--- src/hdl/sacc_pkg.sv ---
// sacc_pkg: constants, register map and types of the conversion sequencer.
// assumes a classic wishbone slave with 32-bit data and byte addresses.
// Overview of operation
// trigger 0 and run 1: start at once
// channel select bits 1..3 choose input
// completion loads result and raises interrupt
// software mode repeats conversions back to back
// run-set write mid-conversion restarts with new settings
// run-clear write stops conversion immediately
// halts in stop or subsystem-clock halt
// mode write never clears done flag
// completion just before rewrite still sets flag
// software clears flag before restarting
// software avoids port-1 reads during conversion
// result is unsigned eight bits
// trigger and run 1: one conversion per edge
// successive approximation msb first to bit 0
// flag sticky until software clears it
package sacc_pkg;
    // register byte offsets
    localparam logic [3:0] MODE_OFFS = 4'h0; // converter_mode_reg
    localparam logic [3:0] RESULT_OFFS = 4'h4; // conversion_result_reg
    localparam logic [3:0] STATUS_OFFS = 4'h8; // sticky event status, write one to clear
    localparam logic [3:0] MASK_OFFS = 4'hC; // interrupt mask
    // mode register fields
    localparam int MODE_RUN_BIT = 7; // conversion run
    localparam int MODE_TRG_BIT = 6; // trigger_select
    localparam int MODE_CH_LSB = 1; // channel_select_bits low end
    localparam int MODE_CH_MSB = 3; // channel_select_bits high end
    // status fields
    localparam int STAT_DONE_BIT = 0; // conversion_done_flag
    // reset values
    localparam logic [7:0] MODE_RESET = 8'h00;
    localparam logic [7:0] RESULT_RESET = 8'h00;
    localparam logic [0:0] MASK_RESET = 1'h0;
    // timing: sampling time before the first comparison, in ns
    localparam int SAMPLE_TIME_NS = 200;
    localparam int CLK_PERIOD_NS = 20;
    localparam int SAMPLE_CYCLES = (SAMPLE_TIME_NS + CLK_PERIOD_NS - 1) / CLK_PERIOD_NS;
    // sequencer states
    typedef enum logic [1:0] {
        ST_IDLE = 2'b00, // stopped
        ST_WAIT = 2'b01, // hardware-start standby
        ST_SAMPLE = 2'b10, // sample and hold
        ST_CONVERT = 2'b11 // bit decisions
    } sacc_state_type;
endpackage : sacc_pkg

--- src/hdl/sacc_sar.sv ---
// sacc_sar: successive approximation register, one bit decided per step.
// assumes the comparator answer settles within the cycle the tap is shown.
`timescale 1ns/1ps
module sacc_sar #(
    parameter int WIDTH = 8 // result width
) (
    input wire logic clk, // system clock
    input wire logic rst_n, // async reset, active low
    input wire logic start, // load msb trial
    input wire logic abort, // drop the conversion
    input wire logic comp_hi, // input at or above tap
    output logic [WIDTH-1:0] tap, // trial code to the resistor string
    output logic done // pulse: last bit decided
);
    logic [WIDTH-1:0] sar_q; // approximation_register
    logic [WIDTH-1:0] mask_q; // bit under trial, one hot
    logic [WIDTH-1:0] keep; // trial after the decision
    logic [WIDTH-1:0] next_trial; // trial with next bit set
    logic busy_q; // a conversion is stepping

    // a one-bit register has no successive steps to take
    if (WIDTH < 2) begin : g_width_check
        $error("sacc_sar: WIDTH must be at least 2");
    end

    assign keep = comp_hi ? sar_q : (sar_q & ~mask_q);
    assign next_trial = keep | (mask_q >> 1);
    assign tap = sar_q;
    assign done = busy_q && mask_q[0];

    // step one bit per clock from msb down to bit 0
    always_ff @(posedge clk or negedge rst_n) begin
        if (!rst_n) begin
            sar_q <= '0;
            mask_q <= '0;
            busy_q <= 1'b0;
        end else if (abort) begin
            busy_q <= 1'b0;
        end else if (start) begin
            sar_q <= {1'b1, {(WIDTH-1){1'b0}}};
            mask_q <= {1'b1, {(WIDTH-1){1'b0}}};
            busy_q <= 1'b1;
        end else if (busy_q) begin
            sar_q <= next_trial;
            mask_q <= mask_q >> 1;
            busy_q <= !mask_q[0];
        end
    end
endmodule : sacc_sar

--- src/hdl/sacc_ctrl.sv ---
// sacc_ctrl: conversion sequencer with a classic wishbone register slave.
// assumes the analog sample-and-hold and comparator sit outside and settle
// COMP_HI within the cycle ANALOG_TAP is shown; trigger edge is synchronous.
`timescale 1ns/1ps
module sacc_ctrl
    import sacc_pkg::*;
#(
    parameter int RES_BITS = 8 // result width, fixed by the register
) (
    input wire logic CLK_SYS, // 50 MHz main system clock
    input wire logic RST_N, // async reset, active low
    input wire logic [3:0] WB_ADR_I, // byte address
    input wire logic [31:0] WB_DAT_I, // write data
    output logic [31:0] WB_DAT_O, // read data
    input wire logic WB_WE_I, // write enable
    input wire logic [3:0] WB_SEL_I, // byte lanes
    input wire logic WB_CYC_I, // cycle
    input wire logic WB_STB_I, // strobe
    output logic WB_ACK_O, // acknowledge
    output logic WB_ERR_O, // unmapped address
    input wire logic STOP_MODE, // chip in stop mode
    input wire logic SUB_HALT, // halt with subsystem clock
    input wire logic EXTERNAL_TRIGGER_INPUT, // hardware start trigger
    input wire logic COMP_HI, // comparator: input at or above tap
    output logic [2:0] ANALOG_INPUTS_SEL, // selected analog_inputs channel
    output logic SAMPLE_EN, // sample-and-hold tracking
    output logic [7:0] ANALOG_TAP, // tap code to the resistor string
    output logic CONVERSION_DONE_IRQ // level interrupt
);
    // the result register is eight bits wide, so no other width is served
    if (RES_BITS != 8) begin : g_width_check
        $error("sacc_ctrl: RES_BITS must be 8");
    end

    sacc_state_type state_q, state_d; // sequencer state
    logic [7:0] mode_q; // converter_mode_reg
    logic [7:0] result_q; // conversion_result_reg
    logic done_flag_q; // conversion_done_flag, sticky
    logic [0:0] mask_q; // interrupt mask
    logic [7:0] samp_cnt_q; // sampling cycle count
    logic trig_q; // last trigger level for edge detection
    logic ack_q; // bus acknowledge
    logic err_q; // bus error
    logic [31:0] rdata_q; // read data register

    // bus decode
    wire req = WB_CYC_I && WB_STB_I && !ack_q && !err_q; // fresh request
    wire hit_mode = (WB_ADR_I == MODE_OFFS);
    wire hit_res = (WB_ADR_I == RESULT_OFFS);
    wire hit_stat = (WB_ADR_I == STATUS_OFFS);
    wire hit_mask = (WB_ADR_I == MASK_OFFS);
    wire hit_any = hit_mode || hit_res || hit_stat || hit_mask;
    wire wr_ok = req && WB_WE_I && WB_SEL_I[0];
    wire mode_wr = wr_ok && hit_mode; // a write to the mode register
    wire stat_clr = wr_ok && hit_stat && WB_DAT_I[STAT_DONE_BIT];
    wire [7:0] new_mode = WB_DAT_I[7:0];

    // operating conditions
    wire halted = STOP_MODE || SUB_HALT;
    wire run = mode_q[MODE_RUN_BIT];
    wire hw_trig = mode_q[MODE_TRG_BIT];
    wire trig_edge = EXTERNAL_TRIGGER_INPUT && !trig_q; // rising edge
    wire samp_last = (samp_cnt_q == 8'(SAMPLE_CYCLES - 1));

    // successive approximation core
    logic sar_start;
    logic sar_abort;
    logic sar_done;
    logic [7:0] sar_code;

    assign sar_start = (state_q == ST_SAMPLE) && samp_last && !mode_wr && !halted;
    assign sar_abort = mode_wr || halted || !run;

    sacc_sar #(
        .WIDTH(8)
    ) u_sar (
        .clk(CLK_SYS),
        .rst_n(RST_N),
        .start(sar_start),
        .abort(sar_abort),
        .comp_hi(COMP_HI),
        .tap(sar_code),
        .done(sar_done)
    );

    // a completion counts only if no mode write or halt cuts it off this cycle
    wire conv_end = sar_done && (state_q == ST_CONVERT) && !sar_abort;

    // next state
    always_comb begin
        state_d = state_q;
        case (state_q)
            ST_IDLE: begin
                if (run && !halted) begin
                    state_d = hw_trig ? ST_WAIT : ST_SAMPLE;
                end
            end
            ST_WAIT: begin
                if (trig_edge) begin
                    state_d = ST_SAMPLE;
                end
            end
            ST_SAMPLE: begin
                if (samp_last) begin
                    state_d = ST_CONVERT;
                end
            end
            ST_CONVERT: begin
                if (conv_end) begin
                    // software mode runs again at once, hardware waits
                    state_d = hw_trig ? ST_WAIT : ST_SAMPLE;
                end
            end
            default: begin
                state_d = ST_IDLE;
            end
        endcase
        // a mode write restarts from scratch with the new settings
        if (mode_wr) begin
            if (new_mode[MODE_RUN_BIT]) begin
                state_d = new_mode[MODE_TRG_BIT] ? ST_WAIT : ST_SAMPLE;
            end else begin
                state_d = ST_IDLE;
            end
        end
        if (halted) begin
            state_d = ST_IDLE;
        end
    end

    // sequencer registers
    always_ff @(posedge CLK_SYS or negedge RST_N) begin
        if (!RST_N) begin
            state_q <= ST_IDLE;
            trig_q <= 1'b0;
        end else begin
            state_q <= state_d;
            trig_q <= EXTERNAL_TRIGGER_INPUT;
        end
    end

    // sampling counter restarts on every entry to the sample state
    always_ff @(posedge CLK_SYS or negedge RST_N) begin
        if (!RST_N) begin
            samp_cnt_q <= 8'h00;
        end else if (state_q != ST_SAMPLE || mode_wr) begin
            samp_cnt_q <= 8'h00;
        end else if (!samp_last) begin
            samp_cnt_q <= samp_cnt_q + 8'h01;
        end
    end

    // mode register; writing it leaves the done flag alone
    always_ff @(posedge CLK_SYS or negedge RST_N) begin
        if (!RST_N) begin
            mode_q <= MODE_RESET;
        end else if (mode_wr) begin
            mode_q <= new_mode;
        end
    end

    // result register loads with the unsigned eight-bit code
    always_ff @(posedge CLK_SYS or negedge RST_N) begin
        if (!RST_N) begin
            result_q <= RESULT_RESET;
        end else if (conv_end) begin
            result_q <= {sar_code[7:1], COMP_HI ? sar_code[0] : 1'b0};
        end
    end

    // done flag: set wins over software clear, stays set until cleared
    // the ending conversion from before a mode write still sets it
    wire flag_set = sar_done && (state_q == ST_CONVERT) && !halted;
    always_ff @(posedge CLK_SYS or negedge RST_N) begin
        if (!RST_N) begin
            done_flag_q <= 1'b0;
        end else if (flag_set) begin
            done_flag_q <= 1'b1;
        end else if (stat_clr) begin
            done_flag_q <= 1'b0;
        end
    end

    // interrupt mask
    always_ff @(posedge CLK_SYS or negedge RST_N) begin
        if (!RST_N) begin
            mask_q <= MASK_RESET;
        end else if (wr_ok && hit_mask) begin
            mask_q <= WB_DAT_I[0:0];
        end
    end

    // read mux
    wire [31:0] rd_mux = hit_mode ? {24'h000000, mode_q} :
                         hit_res ? {24'h000000, result_q} :
                         hit_stat ? {31'h00000000, done_flag_q} :
                         hit_mask ? {31'h00000000, mask_q} : 32'h00000000;

    // bus answer one cycle after the request, dropped the cycle after
    always_ff @(posedge CLK_SYS or negedge RST_N) begin
        if (!RST_N) begin
            ack_q <= 1'b0;
            err_q <= 1'b0;
            rdata_q <= 32'h00000000;
        end else begin
            ack_q <= req && hit_any;
            err_q <= req && !hit_any;
            if (req && !WB_WE_I) begin
                rdata_q <= rd_mux;
            end
        end
    end

    // outputs
    assign WB_ACK_O = ack_q;
    assign WB_ERR_O = err_q;
    assign WB_DAT_O = rdata_q;
    assign ANALOG_INPUTS_SEL = mode_q[MODE_CH_MSB:MODE_CH_LSB];
    assign SAMPLE_EN = (state_q == ST_SAMPLE);
    assign ANALOG_TAP = sar_code;
    assign CONVERSION_DONE_IRQ = done_flag_q && mask_q[0];
endmodule : sacc_ctrl

--- config.mk ---
export PLATFORM = sky130hd
export DESIGN_NAME = sacc_ctrl
export DESIGN_NICKNAME = d
export VERILOG_FILES = /design/src/hdl/sacc_pkg.sv /design/src/hdl/sacc_sar.sv /design/src/hdl/sacc_ctrl.sv
export SDC_FILE = /design/constraint.sdc
export NUM_CORES = 1
export LEC_CHECK = 0
export BUFFER_PORTS_ARGS = -buffer_cell sky130_fd_sc_hd__buf_2
export CAP_MARGIN = 40
export CORE_UTILIZATION = 54
export DETAILED_ROUTE_END_ITERATION = 8
export HOLD_SLACK_MARGIN = 0.08
export PLACE_DENSITY = 0.85
export RECOVER_POWER = 50
export SLEW_MARGIN = 15
export SYNTH_ARGS = -nofsm -noshare
export SYNTH_HDL_FRONTEND = slang
export SYNTH_SLANG_ARGS = --single-unit
export TNS_END_PERCENT = 10
--- constraint.sdc ---
create_clock -name CLK_SYS -period 3.8 [get_ports CLK_SYS]
set_input_delay 0.19 -clock CLK_SYS [delete_from_list [all_inputs] [get_ports CLK_SYS]]
set_output_delay 0.19 -clock CLK_SYS [all_outputs]
set_load 0.1 [all_outputs]
* After elaboration in Yosys (flattened, before gate mapping)
Cells that the tools add are included.
Word-level totals: register bits after elaboration 80, input bits 49, word-level logic and storage cells 103
Operators by class: $add $sub $neg 1, eq/ne operators 13, multiplexer cells 27, bitwise gates (word level) 4, reduce and logical (&&, ||, !) cells 45
Operators with widths (number):
- $mux 8 | 9
- $logic_and 1x1->1 | 22
- $mux 2 | 9
- $ne 4x4->1 const B | 3
- $logic_not 1->1 | 10
- $add 8x1->8 const B | 1
- $and 8x8->8 | 1
- $eq 4x4->1 const B | 2
- $eq 8x4->1 const B | 1
- $mux 1 | 8
- $not 8->8 | 1
- $or 8x7->8 | 1
- $pmux 2 s4 | 1
- $logic_or 1x1->1 | 7
- $eq 2x2->1 const B | 2
- $eq 4x3->1 const B | 1
- $logic_not 4->1 | 1
- $ne 4x1->1 const B | 1
- $reduce_and 4->1 | 1
- $reduce_bool 2->1 | 2
- $eq 2x1->1 const B | 1
- $logic_not 2->1 | 1
- $ne 2x1->1 const B | 1
- $ne 2x2->1 const B | 1
- 2 further kinds | 2

* Depth between registers and ports, before layout
Gate-level depths: netlist of the first run.
word-level depth 14, gate-level depth with buffers 7

* By module
A second synthesis of the first run with hierarchy kept.
Unflattened totals: cell total of the unflattened synthesis 270, area total of the unflattened synthesis 2976.6 µm²
By module, submodules not included:
- sacc_ctrl | instances 1, cells each 192, area an instance 2087.0 µm²
- sacc_sar | instances 1, cells each 78, area an instance 889.6 µm²

* Least setup slack after synthesis of the first run
OpenSTA, ideal clock, no wires.
kind reg2reg, start register state_q[0], end register u_sar.sar_q[0] (netlist: u_sar.tap[0]), setup time 0.155 ns, data arrival time 2.351 ns, path slack 1.294 ns, stages on the path, launching flop included 7, buffers on the path 0, period minus slack after synthesis 2.506 ns, path through dfrtp_1 > inv_1 > ha_1 > and4b_1 > nand2_1 > nor3_1 > o221ai_1
Between the ends: word-level cells in the longest chain between the ends 6, elaborated cells between the ends (all ways) 7, those cells by class 1 x eq/ne; 1 x mux; 5 x reduce/logical
RTL lines:
- start: declaration | RTL line sacc_ctrl.sv:35 | sacc_state_type state_q, state_d;
- start signal: assignment | RTL line sacc_ctrl.sv:137 | state_q <= state_d;
- $eq 2x2->1 (*)
- named net SAMPLE_EN | RTL line sacc_ctrl.sv:26 | output logic SAMPLE_EN,
- $logic_and 1x1->1 (*) (3 in a row) | RTL line sacc_ctrl.sv:71 | assign sar_start = (state_q == ST_SAMPLE) && samp_last && !mode_wr && !halted;
- $reduce_bool 2->1 (no source line)
- $reduce_and 2->1 (no source line)
- end signal: assignment | RTL line sacc_sar.sv:40 | sar_q <= {1'b1, {(WIDTH-1){1'b0}}};
- end signal: assignment | RTL line sacc_sar.sv:44 | sar_q <= next_trial;
- end: declaration | RTL line sacc_sar.sv:15 | logic [WIDTH-1:0] sar_q;
Mark *: on every way through the listed nets, which the timed path passes. The rest lies on a longest branch. A chain may end at the register's enable or synchronous reset.

* Worst setup path in the final report of the first run
start register samp_cnt_q[4], end register u_sar.sar_q[4] (netlist: u_sar.tap[4])
Between the ends: word-level cells in the longest chain between the ends 6, elaborated cells between the ends (all ways) 7, those cells by class 1 x eq/ne; 1 x mux; 5 x reduce/logical
RTL lines:
- start: declaration | RTL line sacc_ctrl.sv:40 | logic [7:0] samp_cnt_q;
- start signal: assignment | RTL line sacc_ctrl.sv:149 | samp_cnt_q <= samp_cnt_q + 8'h01;
- $eq 8x4->1 (*) | RTL line sacc_ctrl.sv:63 | wire samp_last = (samp_cnt_q == 8'(SAMPLE_CYCLES - 1));
- $logic_and 1x1->1 (*) (3 in a row) | RTL line sacc_ctrl.sv:71
- $reduce_bool 2->1 (no source line)
- $reduce_and 2->1 (no source line)
Mark *: on every way between the ends. The rest lies on a longest branch, timed or not.

==> out/results.ini, run 1 <==
[status]
status=finished, final reports clean

[place]
place_ws_ns=1.29
place_congestion=0.821
io_buffers=44
place_hpwl_mm=3.84

[routing]
drt.antenna.violating_nets=0
wl_per_cell_um=14.4
drc_errors=0
met3_length_um=292
drt_iter0_markers=180
wl_met1_mm=2.39
top_layer=met4
wl_met2_mm=2.75
dr_total_vias=2094
wl_mm=5.50
first_pass_iters=4
vias_per_cell=5.47

[setup_path]
startpoint_type=flip-flop
worstPathRequired_ns=3.96
crit_fanout=15
cp_slowest_cell=nor4_1
cp_data_arrival_time_ns=2.70
path_class=flip-flop to flip-flop
path_cells=nor4_1, a21oi_1, nor3_2, o221ai_1
slowest_delay_ns=0.78
crit_path_end_kind=flip-flop

[global_routing]
track_usage_pct=21.6
grt_pass1_vias=1905
grt_overflow=0
antenna_found_initial=0
grt_max_degree=57
grt_pass1_wl_mm=8.95

[sta]
grt_setup_unrepaired=false
fin_crit_sh_pct=66.8
fin_setup_tns_ns=0
tightest_slew_ns=1.34
hold_viol=0
slew_headroom_pct=10.7
post-route-min-period_ns=2.54
max_freq_mhz=394
setup_ws_ns=1.26
setup_violations=0
skew_ns=0.00368
slew_violations=0

[clock_network]
clk_pin_slew_ns=0.10
clock_latency_ns=0.31
clockBufferDepth=2
cts_tree=done
cts_buffers=5
cts_max_level=2
cts_repair_resize_count=0
root_buffer=clkbuf_8
clock-sinks=56

[synth]
synth_top_area_cell=dfrtp_1
yosys_warnings=0
synthTopCellsByArea=dfrtp_1 (50%), buf_4 (7.5%), mux2_2 (6.0%)
synthCells=266
yosysTopAreaCellShare_pct=49.9
syn-cell-area_um2=2810
synth_area_per_cell_um2=10.6
ys_seq_area_share_pct=49.9
ys_ff_latch=56
async_reset_ff_share_pct=100
synthFlopType=dfrtp_1
synth-edff-count=0
yosysUniqueCellTypes=45

[pwr]
total_power_mw=1.33
power_switching_uw=524
leakagePower_nw=1.48
seqPwrFrac_pct=48.0
power.density_nw_per_um2=428
p_sw_share_pct=39.5
comb_power_share_pct=27.2
p_clk_share_pct=24.8
p_int_uw=804
ir_drop_mv=0.212

[layout]
areaGrowthSynthToFinish_pct=10.5
antenna_cells=0
drive_gt1_share_pct=21.8
fill_cells=393
final_util_pct=63.6
fin_nets=370

[floorplanning]
io_pins=96
initial_core_util_pct=57.6
die_x_um=74.1
dieHeight_um=74.1
core_area_um2=4880
die-area_um2=5500
rows=25

[min_path]
hold_class=primary input to flip-flop

[run]
cap_violations=0

worst max-delay path, delay by kind of cell, from the launching register on:
| family | cells | cell delay [ns] |
|---|---|---|
| compound gates | 2 | 0.46 |
| simple gates | 2 | 1.49 |
| flops | 1 | 0.43 |
power groups by stage:
stage | combinational, mW | clock (mW) | sequential (mW)
after floorplan | 0.207 | 0 | 0.764
after global placement | 0.357 | 0 | 0.648
after detailed placement | 0.362 | 0 | 0.649
after CTS | 0.366 | 0.334 | 0.637
after global routing | 0.377 | 0.356 | 0.642
final | 0.361 | 0.330 | 0.637
cells in the final DEF (no fill, tap or decap), types with 3 or more instances in the layout:
cell	count
a22oi_1	7
mux2_2	15
nand2b_1	5
ha_1	6
dfrtp_1	56
buf_2	38
o221ai_1	7
nor2_1	20
nor3_1	3
conb_1	24
nand2_1	8
clkbuf_8	5
clkbuf_1	10
and3_1	3
nand4_1	4
a21oi_1	11
nand3_1	13
xor2_1	4
o21ai_0	17
inv_1	20
dlygate4sd3_1	3
state kept, by name, summed over array words and instances (netlist names), 2 cells and up:
signal / cells
WB_DAT_O: 8
mode_q: 8
result_q: 8
samp_cnt_q: 8
state_q: 2
u_sar.mask_q: 8
u_sar.tap: 8
synth_stat cells, types with 2 or more instances:
library cell	n
and3_1	3
dfrtp_1	56
or3_1	2
nand4_1	4
xor2_1	4
inv_1	20
xnor2_1	2
nand3_1	13
a22oi_1	7
nor3_1	3
and4b_1	2
nor2_1	20
a21oi_1	11
mux2_2	15
ha_1	6
nand4bb_1	2
nand2b_1	5
o31ai_1	2
mux2i_1	2
o21ai_0	17
nand2_1	8
clkbuf_1	3
nor4_1	2
o41ai_1	2
o221ai_1	7
buf_4	28
buf_2	2
cell type report:
class | instances | area [µm²] | share of cell area, %
inverter | 20 | 75.1 | 2.42
timing repair buffer | 52 | 267 | 8.59
sequential | 56 | 1400 | 45.1
clock inverter | 2 | 16.3 | 0.524
multi-input combinational | 180 | 1190 | 38.3
clock buffer | 6 | 72.6 | 2.34
tap | 67 | 83.8 | 2.70
kinds of logic after synthesis:
| group | after synthesis | synth area share (%) |
|---|---|---|
| AO/OA/AOI/OAI | 56 | 13.6 |
| buffers and inverters | 53 | 10.9 |
| other | 1 | 0.133 |
| flip-flops | 56 | 49.9 |
| XOR/XNOR | 6 | 1.87 |
| AND/OR/NAND/NOR | 70 | 13.4 |
| adder cells (fa/ha/maj) | 6 | 2.67 |
| multiplexers | 18 | 7.52 |
timing repair:
item,4_1_cts,5_1_grt
hold buffers,3,0
buffers inserted,0,0
hold endpoints to repair,58,0
final timing paths:
kind	start	end	slack (ns)	depth (start not counted)
worst max-delay path	samp_cnt_q[4]$_DFFE_PN0P_	u_sar.tap[4]$_DFFE_PN0P_	1.26	4
worst min-delay path	WB_ADR_I[1]	WB_ACK_O$_DFF_PN0_	0.09	2
worst max register to register	samp_cnt_q[4]$_DFFE_PN0P_	u_sar.tap[4]$_DFFE_PN0P_	1.26	4
worst min register to register	WB_DAT_O[0]$_DFFE_PN0P_	WB_DAT_O[0]$_DFFE_PN0P_	0.52	2
max in group asynchronous	RST_N	done_flag_q$_DFFE_PN0P_	2.22	3
min in group asynchronous	RST_N	samp_cnt_q[2]$_DFFE_PN0P_	0.79	3
layer usage:
layer	global-route usage, %	up-vias
li1	-	1001
met4	7.26	0
met1	28.5	1015
met3	3.66	7
met2	36.3	71
met5	0	-
through the flow:
stage / hold slack, ns / std cells / area (µm²)
floorplan: -0.106 / 289 / 2900
global route: 0.0805 / 383 / 3100
CTS: 0.0863 / 382 / 3110
finish: 0.0926 / 383 / 3100
detailed placement: 0.322 / 371 / 2990
global placement: 0.319 / 369 / 2980
Power figures use the tool's default switching activity.
==> inputs of run 2 (changes only) <==
--- a/config.mk
+++ b/config.mk
@@ -7,10 +7,10 @@
 export LEC_CHECK = 0
 export BUFFER_PORTS_ARGS = -buffer_cell sky130_fd_sc_hd__buf_2
 export CAP_MARGIN = 40
-export CORE_UTILIZATION = 54
+export CORE_UTILIZATION = 50
 export DETAILED_ROUTE_END_ITERATION = 8
 export HOLD_SLACK_MARGIN = 0.08
-export PLACE_DENSITY = 0.85
+export PLACE_DENSITY = 0.8
 export RECOVER_POWER = 50
 export SLEW_MARGIN = 15
 export SYNTH_ARGS = -nofsm -noshare
==> constraint.sdc (replaced) <==
create_clock -name CLK_SYS -period 2.5 [get_ports CLK_SYS]
set_input_delay 0.125 -clock CLK_SYS [delete_from_list [all_inputs] [get_ports CLK_SYS]]
set_output_delay 0.125 -clock CLK_SYS [all_outputs]
set_load 0.1 [all_outputs]
==> out/results.ini, run 2 (synthesis gave the netlist of run 1 again) <==
[clock_network]
clock_latency_ns=0.32
clk_pin_slew_ns=0.11
cts_buffers=5
post_cts_buffers=0
root_buffer=clkbuf_8
cts_tree=done
clockBufferDepth=2
cts_max_level=2
clock-sinks=56

[status]
status=finished, final reports clean

[layout]
regArea_um2=1400
final_cell_mix=dfrtp_1 (56), buf_2 (26), conb_1 (24)
layout_commonest_cell=dfrtp_1
multi_input_area_um2=1190
areaGrowthSynthToFinish_pct=14.9
antenna_cells=0
fin_nets=382
drive_gt1_share_pct=19.5
fill_cells=454

[setup_path]
crit_path_end_kind=flip-flop
worstPathRequired_ns=2.66
path_cells=inv_1, ha_2, and4b_1, a21oi_1, nor3_2, o21ai_0
startpoint_type=flip-flop
path_class=flip-flop to flip-flop
cp_data_arrival_time_ns=2.32
critical_path.top_delay_family=simple AND/OR/NAND/NOR gates
crit_buf_inv=1
cp_slowest_cell=nor3_2
slowest_delay_ns=0.65
crit_fanout=15

[sta]
post-route-min-period_ns=2.16
fin_setup_tns_ns=0
setup_violations=0
tightest_slew_ns=1.49
slew_headroom_pct=0.486
fin_crit_sh_pct=86.4
skew_ns=0.0127
grt_setup_unrepaired=false
max_freq_mhz=463
hold_viol=0
slew_violations=0

[pwr]
ir_drop_mv=0.423
total_power_mw=2.05
power.density_nw_per_um2=636
leakagePower_nw=1.52

[routing]
wl_per_cell_um=14.8
drt.antenna.violating_nets=0
vias_per_cell=5.33
first_pass_iters=4
drt_iter0_markers=105
wl_mm=5.89
dr_total_vias=2121
drc_errors=0

[floorplanning]
die-area_um2=5920
dieHeight_um=77.0
initial_core_util_pct=53.3
core_area_um2=5270
die_x_um=77.0
io_pins=96
rows=26

[global_routing]
antenna_found_initial=0
grt_pass1_vias=2146
track_usage_pct=21.7
grt_max_degree=32
grt_overflow=0
grt_pass1_wl_mm=10.1

[place]
place_congestion=0.793
place_hpwl_mm=4.03
io_buffers=44

[run]
cap_violations=0

[min_path]
hold_class=primary input to flip-flop

-- run 2: power breakdown --
group          total [mW]  leakage [nW]  switching (mW)  internal (mW)
Sequential          0.971         0.683          0.0265          0.944
Combinational       0.561         0.787           0.475         0.0859
Clock               0.522        0.0452           0.317          0.205
-- run 2: per-layer routing --
metal  vias up  wire [µm]  global-route usage, %
li1       1018          -                      -
met1      1032       2690                   28.5
met2        66       2850                   35.7
met3         5        263                   3.69
met4         0         89                   8.68
met5         -          0                      0
-- run 2: path summary, 6_finish.rpt --
kind | to | slack (ns) | from | depth (start not counted)
hold reg to reg | mode_q[0]$_DFFE_PN0P_ | 0.52 | mode_q[0]$_DFFE_PN0P_ | 1
max in group asynchronous | u_sar.mask_q[0]$_DFFE_PN0P_ | 0.65 | RST_N | 3
setup / recovery | u_sar.mask_q[0]$_DFFE_PN0P_ | 0.34 | state_q[0]$_DFFE_PN0P_ | 6
min in group asynchronous | samp_cnt_q[1]$_DFFE_PN0P_ | 0.70 | RST_N | 2
hold / removal | result_q[0]$_DFFE_PN0P_ | 0.14 | COMP_HI | 3
setup reg to reg | u_sar.mask_q[0]$_DFFE_PN0P_ | 0.34 | state_q[0]$_DFFE_PN0P_ | 6
-- run 2: layout make-up --
cell class	instances	share of cell area (%)
flip-flops and latches	56	43.4
well taps	70	2.71
repair buffers	64	11.8
inverters	20	2.32
multi-input cells	180	36.9
clock buffers	5	2.13
clock inverters	3	0.775
-- run 2: worst register-to-register path, stage by stage, from the launching register on --
cell and delay [ns]:
dfrtp_1 0.43, inv_1 0.10, ha_2 0.23, and4b_1 0.26, a21oi_1 0.13, nor3_2 0.65
o21ai_0 0.20
-- run 2: what timing repair did --
action | 4_1_cts | 5_1_grt
endpoints found under the hold margin | 39 | 0
gates resized for setup | 0 | 0
hold buffers | 13 | 0
-- run 2: through the flow --
stage | setup WS, ns | area (µm²) | hold WS [ns] | instances | utilization, %
global placement | 0.388 | 3030 | 0.167 | 377 | 57.5
floorplan | 0.134 | 2900 | -0.171 | 289 | -
CTS | 0.324 | 3250 | 0.129 | 398 | 61.7
finish | 0.340 | 3230 | 0.144 | 398 | 61.3
global route | 0.0996 | 3230 | 0.158 | 398 | 61.3
detailed placement | 0.343 | 3030 | 0.173 | 377 | 57.5
